`config.mk`:
```
export PLATFORM = sky130hd
export DESIGN_NAME = tmr_regs
export DESIGN_NICKNAME = d
export VERILOG_FILES = /design/src/hdl/tmr_pkg.sv /design/src/hdl/tmr_regs.sv /design/src/hdl/tmr_sync.sv /design/src/hdl/tmr_cmp.sv
export VERILOG_INCLUDE_DIRS = /design/src /design/src/hdl
export SDC_FILE = /design/constraint.sdc
export NUM_CORES = 1
export LEC_CHECK = 0
export ABC_AREA = 1
export BUFFER_PORTS_ARGS = -buffer_cell sky130_fd_sc_hd__buf_2
export CAP_MARGIN = 20
export CORE_MARGIN = 2
export CORE_UTILIZATION = 40
export DETAILED_ROUTE_END_ITERATION = 12
export GPL_TIMING_DRIVEN = 0
export SLEW_MARGIN = 20
export SYNTH_ARGS = -nofsm -noshare
export SYNTH_HDL_FRONTEND = slang
export SYNTH_HIERARCHICAL = 1
export SYNTH_SLANG_ARGS = --single-unit
```
`constraint.sdc`:
```
create_clock -name clk -period 3.95 [get_ports clk]
set_clock_uncertainty 0.05 [all_clocks]
set_input_delay 0.5925 -clock clk [delete_from_list [all_inputs] [get_ports clk]]
set_output_delay 0.5925 -clock clk [all_outputs]
set_load 0.02 [all_outputs]
```
`src/hdl/tmr_consts.svh`:
```
// Offsets, bit positions and reset values of the timer register block
`ifndef TMR_CONSTS_SVH
`define TMR_CONSTS_SVH

`define TMR_ADDR_W          6
`define TMR_OFS_CAP_L       6'h22
`define TMR_OFS_CAP_H       6'h23
`define TMR_OFS_CMPB_L      6'h24
`define TMR_OFS_CMPB_H      6'h25
`define TMR_OFS_CMPA_L      6'h26
`define TMR_OFS_CMPA_H      6'h27
`define TMR_OFS_CNT_L       6'h28
`define TMR_OFS_CNT_H       6'h29
`define TMR_OFS_FLAG        6'h2A
`define TMR_OFS_MASK        6'h2B

`define TMR_BIT_CAP         5
`define TMR_BIT_CMPB        2
`define TMR_BIT_CMPA        1
`define TMR_BIT_OVF         0
`define TMR_IRQ_BITS        8'h27

`define TMR_RST_WORD        16'h0000
`define TMR_RST_BYTE        8'h00

`endif

```
`src/hdl/tmr_pkg.sv`:
```
// Types shared by the timer register block
package tmr_pkg;
    typedef logic [15:0] tmr_word_t;
    typedef logic [7:0]  tmr_byte_t;
endpackage : tmr_pkg

```
`src/hdl/tmr_regs.sv`:
```
// 16-bit timer register block: count, compares, capture, flags, mask, shared high latch
`timescale 1ns/1ps
`include "tmr_consts.svh"

module tmr_regs (
    input  wire logic                   clk,
    input  wire logic                   rst_n,
    input  wire logic [`TMR_ADDR_W-1:0] io_addr,
    input  wire logic                   io_wr,
    input  wire logic                   io_rd,
    input  wire tmr_pkg::tmr_byte_t     io_wdata,
    output tmr_pkg::tmr_byte_t          io_rdata,
    input  wire logic                   timer_tick,
    input  wire tmr_pkg::tmr_word_t     count_next,
    input  wire logic                   overflow_event,
    input  wire logic                   top_is_capture,
    input  wire logic                   force_compare_a_strobe,
    input  wire logic                   force_compare_b_strobe,
    input  wire logic                   capture_input_pin,
    input  wire logic                   comparator_out,
    input  wire logic                   capture_from_comparator,
    input  wire logic                   capture_rising_edge,
    input  wire logic                   global_irq_enable,
    input  wire logic                   ack_capture,
    input  wire logic                   ack_compare_a,
    input  wire logic                   ack_compare_b,
    input  wire logic                   ack_overflow,
    output tmr_pkg::tmr_word_t          timer_count,
    output tmr_pkg::tmr_word_t          capture_top_value,
    output logic                        compare_a_event,
    output logic                        compare_b_event,
    output logic                        irq_capture,
    output logic                        irq_compare_a,
    output logic                        irq_compare_b,
    output logic                        irq_overflow
);

    // ---------------------------------------------------------------
    // Reset release
    // ---------------------------------------------------------------
    logic rst_m_r;
    logic rst_s_r;

    always_ff @(posedge clk or negedge rst_n) begin
        if (!rst_n) begin
            rst_m_r <= 1'b0;
            rst_s_r <= 1'b0;
        end else begin
            rst_m_r <= 1'b1;
            rst_s_r <= rst_m_r;
        end
    end

    // ---------------------------------------------------------------
    // Storage
    // ---------------------------------------------------------------
    tmr_pkg::tmr_word_t cnt_r;
    tmr_pkg::tmr_word_t cmpa_r;
    tmr_pkg::tmr_word_t cmpb_r;
    tmr_pkg::tmr_word_t cap_r;
    tmr_pkg::tmr_byte_t temp_r;
    tmr_pkg::tmr_byte_t temp_nxt;
    tmr_pkg::tmr_byte_t mask_r;
    tmr_pkg::tmr_byte_t flag_r;
    tmr_pkg::tmr_byte_t flag_nxt;
    tmr_pkg::tmr_byte_t rdata_nxt;
    logic               block_r;
    logic               cmpa_match;
    logic               cmpb_match;

    // ---------------------------------------------------------------
    // Address decode
    // ---------------------------------------------------------------
    wire wr_cap_l  = io_wr && (io_addr == `TMR_OFS_CAP_L);
    wire wr_cmpb_l = io_wr && (io_addr == `TMR_OFS_CMPB_L);
    wire wr_cmpa_l = io_wr && (io_addr == `TMR_OFS_CMPA_L);
    wire wr_cnt_l  = io_wr && (io_addr == `TMR_OFS_CNT_L);
    wire wr_flag   = io_wr && (io_addr == `TMR_OFS_FLAG);
    wire wr_mask   = io_wr && (io_addr == `TMR_OFS_MASK);
    wire wr_high   = io_wr && ((io_addr == `TMR_OFS_CAP_H) || (io_addr == `TMR_OFS_CMPB_H)
                     || (io_addr == `TMR_OFS_CMPA_H) || (io_addr == `TMR_OFS_CNT_H));
    wire rd_cnt_l  = io_rd && (io_addr == `TMR_OFS_CNT_L);
    wire rd_cap_l  = io_rd && (io_addr == `TMR_OFS_CAP_L);
    wire tmr_pkg::tmr_word_t wr_word = {temp_r, io_wdata};

    // ---------------------------------------------------------------
    // Capture source
    // ---------------------------------------------------------------
    logic pin_lvl;
    logic cmp_lvl;
    logic src_prev_r;

    tmr_sync u_sync_pin (
        .clk   (clk),
        .rst_n (rst_s_r),
        .pin   (capture_input_pin),
        .level (pin_lvl)
    );

    tmr_sync u_sync_cmp (
        .clk   (clk),
        .rst_n (rst_s_r),
        .pin   (comparator_out),
        .level (cmp_lvl)
    );

    wire src_lvl  = capture_from_comparator ? cmp_lvl : pin_lvl;
    wire src_edge = capture_rising_edge ? (src_lvl && !src_prev_r) : (!src_lvl && src_prev_r);
    // Pin events are disconnected while the capture value serves as TOP
    wire cap_pin_evt = src_edge && !top_is_capture;
    wire cap_top_evt = top_is_capture && timer_tick && (cnt_r == cap_r);

    // ---------------------------------------------------------------
    // Compare units
    // ---------------------------------------------------------------
    tmr_cmp u_cmp_a (
        .clk   (clk),
        .rst_n (rst_s_r),
        .tick  (timer_tick),
        .block (block_r),
        .count (cnt_r),
        .value (cmpa_r),
        .match (cmpa_match)
    );

    tmr_cmp u_cmp_b (
        .clk   (clk),
        .rst_n (rst_s_r),
        .tick  (timer_tick),
        .block (block_r),
        .count (cnt_r),
        .value (cmpb_r),
        .match (cmpb_match)
    );

    // Forced strobes reach the waveform side only, never the flags
    assign compare_a_event = cmpa_match || force_compare_a_strobe;
    assign compare_b_event = cmpb_match || force_compare_b_strobe;

    // ---------------------------------------------------------------
    // Flags and interrupt requests
    // ---------------------------------------------------------------
    wire tmr_pkg::tmr_byte_t flag_set = {2'b00, cap_pin_evt || cap_top_evt, 2'b00,
                                         cmpb_match, cmpa_match, overflow_event};
    wire tmr_pkg::tmr_byte_t flag_clr = {2'b00, ack_capture, 2'b00,
                                         ack_compare_b, ack_compare_a, ack_overflow}
                                        | (wr_flag ? io_wdata : `TMR_RST_BYTE);

    always_comb begin
        // A set in the same cycle as a clear wins
        flag_nxt = ((flag_r & ~flag_clr) | flag_set) & `TMR_IRQ_BITS;
    end

    assign irq_capture   = global_irq_enable && mask_r[`TMR_BIT_CAP]
                           && flag_r[`TMR_BIT_CAP];
    assign irq_compare_b = global_irq_enable && mask_r[`TMR_BIT_CMPB]
                           && flag_r[`TMR_BIT_CMPB];
    assign irq_compare_a = global_irq_enable && mask_r[`TMR_BIT_CMPA]
                           && flag_r[`TMR_BIT_CMPA];
    assign irq_overflow  = global_irq_enable && mask_r[`TMR_BIT_OVF]
                           && flag_r[`TMR_BIT_OVF];

    // ---------------------------------------------------------------
    // Read path and shared high latch
    // ---------------------------------------------------------------
    always_comb begin
        temp_nxt = temp_r;
        if (wr_high) begin
            temp_nxt = io_wdata;
        end else if (rd_cnt_l) begin
            temp_nxt = cnt_r[15:8];
        end else if (rd_cap_l) begin
            temp_nxt = cap_r[15:8];
        end
    end

    always_comb begin
        case (io_addr)
            `TMR_OFS_CAP_L:  rdata_nxt = cap_r[7:0];
            `TMR_OFS_CAP_H:  rdata_nxt = temp_r;
            `TMR_OFS_CMPB_L: rdata_nxt = cmpb_r[7:0];
            `TMR_OFS_CMPB_H: rdata_nxt = cmpb_r[15:8];
            `TMR_OFS_CMPA_L: rdata_nxt = cmpa_r[7:0];
            `TMR_OFS_CMPA_H: rdata_nxt = cmpa_r[15:8];
            `TMR_OFS_CNT_L:  rdata_nxt = cnt_r[7:0];
            `TMR_OFS_CNT_H:  rdata_nxt = temp_r;
            `TMR_OFS_FLAG:   rdata_nxt = flag_r;
            `TMR_OFS_MASK:   rdata_nxt = mask_r;
            default:         rdata_nxt = `TMR_RST_BYTE;
        endcase
    end

    // ---------------------------------------------------------------
    // Registers
    // ---------------------------------------------------------------
    always_ff @(posedge clk or negedge rst_s_r) begin
        if (!rst_s_r) begin
            cnt_r      <= `TMR_RST_WORD;
            cmpa_r     <= `TMR_RST_WORD;
            cmpb_r     <= `TMR_RST_WORD;
            cap_r      <= `TMR_RST_WORD;
            mask_r     <= `TMR_RST_BYTE;
            flag_r     <= `TMR_RST_BYTE;
            temp_r     <= `TMR_RST_BYTE;
            io_rdata   <= `TMR_RST_BYTE;
            block_r    <= 1'b0;
            src_prev_r <= 1'b0;
        end else begin
            temp_r     <= temp_nxt;
            flag_r     <= flag_nxt;
            src_prev_r <= src_lvl;
            if (io_rd) begin
                io_rdata <= rdata_nxt;
            end
            if (wr_cnt_l) begin
                cnt_r <= wr_word;
            end else if (timer_tick) begin
                cnt_r <= count_next;
            end
            // Held until the next timer tick has gone by
            if (wr_cnt_l) begin
                block_r <= 1'b1;
            end else if (timer_tick) begin
                block_r <= 1'b0;
            end
            if (wr_cmpa_l) begin
                cmpa_r <= wr_word;
            end
            if (wr_cmpb_l) begin
                cmpb_r <= wr_word;
            end
            if (cap_pin_evt) begin
                cap_r <= cnt_r;
            end else if (wr_cap_l) begin
                cap_r <= wr_word;
            end
            if (wr_mask) begin
                mask_r <= io_wdata & `TMR_IRQ_BITS;
            end
        end
    end

    assign timer_count       = cnt_r;
    assign capture_top_value = cap_r;

    // ---------------------------------------------------------------
    // Checks
    // ---------------------------------------------------------------
    property p_cnt_commit;
        @(posedge clk) disable iff (!rst_s_r)
        wr_cnt_l |=> cnt_r == {$past(temp_r), $past(io_wdata)};
    endproperty
    a_cnt_commit: assert property (p_cnt_commit)
        else $error("count low write did not commit both bytes");

    property p_temp_high;
        @(posedge clk) disable iff (!rst_s_r)
        wr_high |=> temp_r == $past(io_wdata);
    endproperty
    a_temp_high: assert property (p_temp_high)
        else $error("high byte write missed the shared latch");

    property p_read_low;
        @(posedge clk) disable iff (!rst_s_r)
        rd_cnt_l |=> (temp_r == $past(cnt_r[15:8])) && (io_rdata == $past(cnt_r[7:0]));
    endproperty
    a_read_low: assert property (p_read_low)
        else $error("count low read did not latch high byte");

    property p_block;
        @(posedge clk) disable iff (!rst_s_r)
        (wr_cnt_l || (block_r && !timer_tick)) |=> block_r;
    endproperty
    a_block: assert property (p_block)
        else $error("compare block dropped before the next tick");

    property p_flag_b;
        @(posedge clk) disable iff (!rst_s_r)
        cmpb_match |=> flag_r[`TMR_BIT_CMPB];
    endproperty
    a_flag_b: assert property (p_flag_b)
        else $error("compare B match did not set its flag");

    property p_force_no_flag;
        @(posedge clk) disable iff (!rst_s_r)
        force_compare_a_strobe && !cmpa_match && !flag_r[`TMR_BIT_CMPA] |=> !flag_r[`TMR_BIT_CMPA];
    endproperty
    a_force_no_flag: assert property (p_force_no_flag)
        else $error("forced strobe set compare A flag");

    property p_capture;
        @(posedge clk) disable iff (!rst_s_r)
        cap_pin_evt |=> (cap_r == $past(cnt_r)) && flag_r[`TMR_BIT_CAP];
    endproperty
    a_capture: assert property (p_capture)
        else $error("capture event did not load count");

    property p_cap_top;
        @(posedge clk) disable iff (!rst_s_r)
        cap_top_evt |=> flag_r[`TMR_BIT_CAP];
    endproperty
    a_cap_top: assert property (p_cap_top)
        else $error("reaching capture TOP did not set flag");

    property p_irq_cap;
        @(posedge clk) disable iff (!rst_s_r)
        irq_capture == (global_irq_enable && mask_r[5] && flag_r[5]);
    endproperty
    a_irq_cap: assert property (p_irq_cap)
        else $error("capture request mismatch");

    property p_irq_b;
        @(posedge clk) disable iff (!rst_s_r)
        irq_compare_b == (global_irq_enable && mask_r[2] && flag_r[2]);
    endproperty
    a_irq_b: assert property (p_irq_b)
        else $error("compare B request mismatch");

    property p_irq_a_ovf;
        @(posedge clk) disable iff (!rst_s_r)
        (irq_compare_a == (global_irq_enable && mask_r[1] && flag_r[1]))
        && (irq_overflow == (global_irq_enable && mask_r[0] && flag_r[0]));
    endproperty
    a_irq_a_ovf: assert property (p_irq_a_ovf)
        else $error("compare A or overflow request mismatch");

    property p_ack_clear;
        @(posedge clk) disable iff (!rst_s_r)
        ack_compare_b && !cmpb_match |=> !flag_r[`TMR_BIT_CMPB];
    endproperty
    a_ack_clear: assert property (p_ack_clear)
        else $error("vector acknowledge did not clear flag");

    property p_reset_zero;
        @(posedge clk)
        !rst_s_r |-> (cnt_r == 16'h0000) && (cap_r == 16'h0000) && (mask_r == 8'h00)
                     && (cmpa_r == 16'h0000) && (cmpb_r == 16'h0000);
    endproperty
    a_reset_zero: assert property (p_reset_zero)
        else $error("registers not zero in reset");
endmodule : tmr_regs

```
`src/hdl/tmr_sync.sv`:
```
// Three-stage pin synchroniser whose output changes once stages two and three agree
`timescale 1ns/1ps
module tmr_sync (
    input  wire logic clk,
    input  wire logic rst_n,
    input  wire logic pin,
    output logic      level
);
    logic s1_r;
    logic s2_r;
    logic s3_r;

    always_ff @(posedge clk or negedge rst_n) begin
        if (!rst_n) begin
            s1_r  <= 1'b0;
            s2_r  <= 1'b0;
            s3_r  <= 1'b0;
            level <= 1'b0;
        end else begin
            s1_r <= pin;
            s2_r <= s1_r;
            s3_r <= s2_r;
            if (s2_r == s3_r) begin
                level <= s3_r;
            end
        end
    end
endmodule : tmr_sync

```
`src/hdl/tmr_cmp.sv`:
```
// One compare unit: equality with the count, gated by the timer tick and the write block
`timescale 1ns/1ps
module tmr_cmp (
    input  wire logic              clk,
    input  wire logic              rst_n,
    input  wire logic              tick,
    input  wire logic              block,
    input  wire tmr_pkg::tmr_word_t count,
    input  wire tmr_pkg::tmr_word_t value,
    output logic                   match
);
    wire hit = tick && (count == value) && !block;

    always_ff @(posedge clk or negedge rst_n) begin
        if (!rst_n) begin
            match <= 1'b0;
        end else begin
            match <= hit;
        end
    end

    property p_cmp_match;
        @(posedge clk) disable iff (!rst_n)
        tick && (count == value) && !block |=> match;
    endproperty
    a_cmp_match: assert property (p_cmp_match)
        else $error("compare equality did not raise match");

    property p_cmp_block;
        @(posedge clk) disable iff (!rst_n)
        block |=> !match;
    endproperty
    a_cmp_block: assert property (p_cmp_block)
        else $error("match raised while blocked");
endmodule : tmr_cmp

```
# == Yosys cells after proc, flatten, opt, wreduce, memory -nomap -nowiden ==
# Cells that the tools add are included.
# totals
regBits,102
input_bits,48
out_inout_bits,46
word_cells,94
# classes
n_eq_ne,15
n_mux,13
bitwise,4
n_reduce_logical,40
# ops
cell,n
8-bit one-hot mux with 9 select lines,1
16-bit 2-to-1 mux,4
6-bit equality test (second input constant),10
16-bit equality test,3
1-bit logical AND,26
8-bit 2-to-1 mux,3
6-bit bitwise OR,2
6-bit bitwise AND,1
1-bit logical OR,6
6-bit 2-to-1 mux,1
6-bit NOT,1
1-bit logical NOT,4
1-bit 2-to-1 mux,4
2-bit nonzero test,2
3-bit nonzero test,1
1-bit equality test,2
2-bit OR reduction,1

# == Depth between registers and ports, before layout ==
# depth
ltp_word,7
depth_mapped,12
depth_no_buf,11

# == Hierarchy ==
# Netlist, hierarchy kept.
# modules_own_cells
module,instances,cells_each,area_per_inst_um2,seq_area_each_um2
tmr_regs,1,667,4936.0,2302.2
tmr_cmp,2,79,340.3,25.0
tmr_sync,2,8,116.4,100.1

# == Worst setup path before layout ==
# OpenSTA, ideal clock, no wires.
# synth_path
path_type,in2reg
from,in io_addr[4]
to,reg cmpa_r[10]
setup_ps,131
t_arrival_ps,1559
t_required_ps,3769
slack_ps,2210
stages,10
n_path_buf,2
path_cell_list,inv_1 -> nand2_2 -> inv_2 -> buf_4 -> nand2_1 -> nor2_4 -> nand2_2 -> buf_2 -> nand2_1 -> o21ai_0
# synth_via
elab_chain_cells,2
# synth_rtl
element,line,source
start: declaration,tmr_regs.sv:8,"input wire logic [`TMR_ADDR_W-1:0] io_addr,"
6-bit equality test,-,
1-bit logical AND,tmr_regs.sv:76,wire wr_cmpa_l = io_wr && (io_addr == `TMR_OFS_CMPA_L);
end signal: assignment,tmr_regs.sv:199,cmpa_r <= `TMR_RST_WORD;
end signal: assignment,tmr_regs.sv:227,cmpa_r <= wr_word;
end: declaration,tmr_regs.sv:58,tmr_pkg::tmr_word_t cmpa_r;
# No other way between the ends.
# A chain may end at the register's enable or synchronous reset.

# == Final worst setup path ==
# layout_path
from,in timer_tick
to,reg cnt_r[0] (netlist: timer_count[0])
# layout_via
elab_chain_cells,1
# layout_rtl
element,line,source
start: declaration,tmr_regs.sv:13,"input wire logic timer_tick,"
2-bit nonzero test (no source line),-,
end signal: assignment,tmr_regs.sv:198,cnt_r <= `TMR_RST_WORD;
end signal: assignment,tmr_regs.sv:216,cnt_r <= wr_word;
end signal: assignment,tmr_regs.sv:218,cnt_r <= count_next;
end: declaration,tmr_regs.sv:57,tmr_pkg::tmr_word_t cnt_r;
# No other way between the ends.

==> impl_metrics.py <==
metrics = {
    "placement": {
        "place_congestion": 0.918,
        "preCtsSetupSlack_ns": 1.49,
        "portBuffers": 92,
        "hpwl_um": 15500,
    },
    "floorplan": {
        "ios": 94,
        "initial_utilization_pct": 40.6,
        "die_y_um": 125,
        "core-area_mm2": 0.0144,
        "fp.dieW_um": 125,
        "rows": 44,
        "fp.dieArea_mm2": 0.0156,
    },
    "synth": {
        "yosys_warnings": 6,
        "synthCells": 841,
        "synth.distinct_cells": 32,
        "synth_most_common_cell": "nand2_1",
        "synth_edf_count": 0,
        "synth-main-ff-cell": "dfrtp_1",
        "synth_common_cells": "nand2_1, nand3_1, inv_1",
        "ys_seq_area_share_pct": 43.6,
        "ys_ff_latch": 102,
        "yosysTopAreaCellShare_pct": 43.6,
        "synth_nets": 889,
        "synth_area_per_cell_um2": 6.96,
        "async_reset_ff_share_pct": 100,
        "synth_top_cell_by_area": "dfrtp_1",
        "syn_area_mm2": 0.00585,
        "synth_area_leaders": "dfrtp_1, nand2_1, nand3_1",
    },
    "clocking": {
        "clk_pin_slew_ns": 0.08,
        "cts_tree": "yes",
        "cts_sinks": 102,
        "cts_buffers": 9,
        "cts-root-buf": "clkbuf_16",
        "clock_path_buffers": 2,
        "clkLatencyLatePin_ns": 0.37,
        "cts.htree.levels": 3,
    },
    "sta": {
        "layout_min_cycle_time_ns": 2.07,
        "whs_ns": 0.273,
        "drv_slew": 0,
        "rsz0062_at_grt": "no",
        "fmax_ghz": 0.484,
        "max_slew_margin_pct": 53.6,
        "tns_ns": 0,
        "fin_crit_sh_pct": 52.3,
        "hold_viol_final": 0,
        "tightest_slew_ns": 0.695,
        "setup_viol": 0,
        "worst_slack_ns": 1.88,
    },
    "power_and_ir_drop": {
        "peakVddDrop_mv": 0.281,
        "p_leak_uw": 0.00373,
        "power_density_mw_per_mm2": 449,
    },
    "hold_path": {
        "whs_path_depth": 1,
        "hp-class": "input port to flip-flop",
    },
    "global_routing": {
        "grt_use_met2_pct": 42.8,
        "overflow": 0,
        "met3_usage_pct": 4.34,
        "grt_max_degree": 52,
        "met1_usage_pct": 36.4,
        "antenna_found_initial": 0,
        "grt_pass1_vias": 5557,
        "grt_use_total_pct": 27.0,
        "grt_pass1_wl_um": 31800,
        "busiest_layer": "met2",
    },
    "detailed_routing": {
        "vias_per_cell": 5.26,
        "drtIter0Drc": 593,
        "drtPass1Iterations": 6,
        "routed_wirelength_um": 21000,
        "drc": 0,
        "routedWlPerCell_um": 18.5,
        "num_vias": 5974,
        "final_antenna_net_count": 0,
    },
    "worst_setup_path": {
        "worstSetupPathType": "input port to flip-flop",
        "cp.required_ns": 4.13,
        "critPathCaptureType": "flip-flop",
        "reg2reg_slack_ns": 2.16,
        "critPathBufInv": 3,
        "slowest_stage": "nand2_1",
        "start_kind": "input port",
        "crit_fanout": 10,
        "r2r_cells": 7,
        "path_cells": "buf_2 > clkbuf_1 > clkinv_1 > nand2_1 > o221ai_1",
        "cp.arrival_ns": 2.24,
        "cpLargestDelayFamily": "buffers and inverters",
        "cpPeakStageDelay_ns": 0.51,
        "crit_cells": 5,
    },
    "cells_and_area": {
        "drive_gt1_share_pct": 15.5,
        "nets": 994,
        "antenna_cells": 0,
        "syn_to_final_growth_pct": 17.9,
    },
    "job": {
        "maxCapViolCount": 0,
    },
    "run_status": {
        "outcome": "finished, final reports clean",
    },
}
[registers in the layout (all words and copies together) (netlist names), 4 cells and up]
register,flops
capture_top_value,16
cmpa_r,16
cmpb_r,16
timer_count,16
io_rdata,8
temp_r,8
flag_r,4
mask_r,4
[where the power goes]
part,switching [uW],internal (uW),leakage [uW]
clock network,469,509,0.000155
registers,233,1190,0.00132
logic,450,246,0.00225
[layout by cell type (no fill, tap or decap), types with 2 or more instances in the layout]
master	instances
a21oi_1	7
buf_2	102
buf_4	3
clkbuf_1	13
clkbuf_16	9
clkinv_1	2
dfrtp_1	101
inv_1	108
inv_2	4
inv_6	3
inv_8	2
nand2_1	289
nand2_2	3
nand2_4	4
nand3_1	129
nand4_1	7
nor2_1	59
nor2_2	3
nor2_4	4
o211ai_1	7
o21ai_0	46
o21ai_1	3
o221ai_1	9
o22ai_1	6
o31ai_1	3
or2_2	4
xnor2_1	4
xor2_1	5
[metrics by stage]
stage               area [um^2]  util [%]  total power, uW  std cells
global placement           6540      45.3             2110       1117
global route               6890      47.8             3240       1135
detailed placement         6570      45.6             2120       1118
floorplan                  5850         -             1810        841
finish                     6890      47.8             3100       1135
CTS                        6890      47.8             3090       1135
[area by class of cell]
| class | count | area, um^2 |
|---|---|---|
| Timing Repair Buffer | 94 | 498 |
| Multi-Input combinational cell | 597 | 2730 |
| Inverter | 114 | 428 |
| Tap cell | 184 | 230 |
| Sequential cell | 102 | 2560 |
| Clock inverter | 7 | 87.6 |
| Fill cell | 1494 | 7530 |
| Buffer | 28 | 136 |
| Clock buffer | 9 | 225 |
[kinds of logic (layout without fill, tap and decap cells)]
| kind of cell | count (synthesis) | in the layout | synth area share [%] |
|---|---|---|---|
| compound gates | 82 | 82 | 8.19 |
| buf+inv | 142 | 252 | 9.65 |
| other cells | 1 | 1 | 0.0641 |
| xor+xnor | 9 | 9 | 1.35 |
| simple gates | 505 | 505 | 37.1 |
| flops | 102 | 102 | 43.6 |
[worst reg2reg max path: stages (launching register included)]
cell      delay, ns
dfrtp_1        0.40
nand2_1        0.06
o21ai_1        0.08
or2_2          0.29
nand3_2        0.17
clkbuf_1       0.41
nand3_1        0.15
nand3_1        0.12
[final timing paths]
path	start	end
min in group asynchronous	rst_s_r	temp_r[2]
min	comparator_out	u_sync_cmp/s1_r
max in group asynchronous	rst_s_r	cmpa_r[5]
max	timer_tick	timer_count[0]
max reg2reg	u_sync_cmp/level	capture_top_value[12]
min reg2reg	u_sync_pin/s1_r	u_sync_pin/s2_r
[what timing repair did]
action	in CTS	in global routing
hold endpoints to repair	2	0
hold buffers	1	0
setup buffers	0	0
gates resized for setup	0	0
[routing by layer]
| metal | up-vias | part of all wire, % |
|---|---|---|
| met2 | 267 | 46 |
| met1 | 2768 | 42 |
| met3 | 51 | 8.0 |
| li1 | 2888 | - |
| met4 | 0 | 3.8 |
| met5 | - | 0 |
Note: power is estimated with default switching activity, not from simulation.
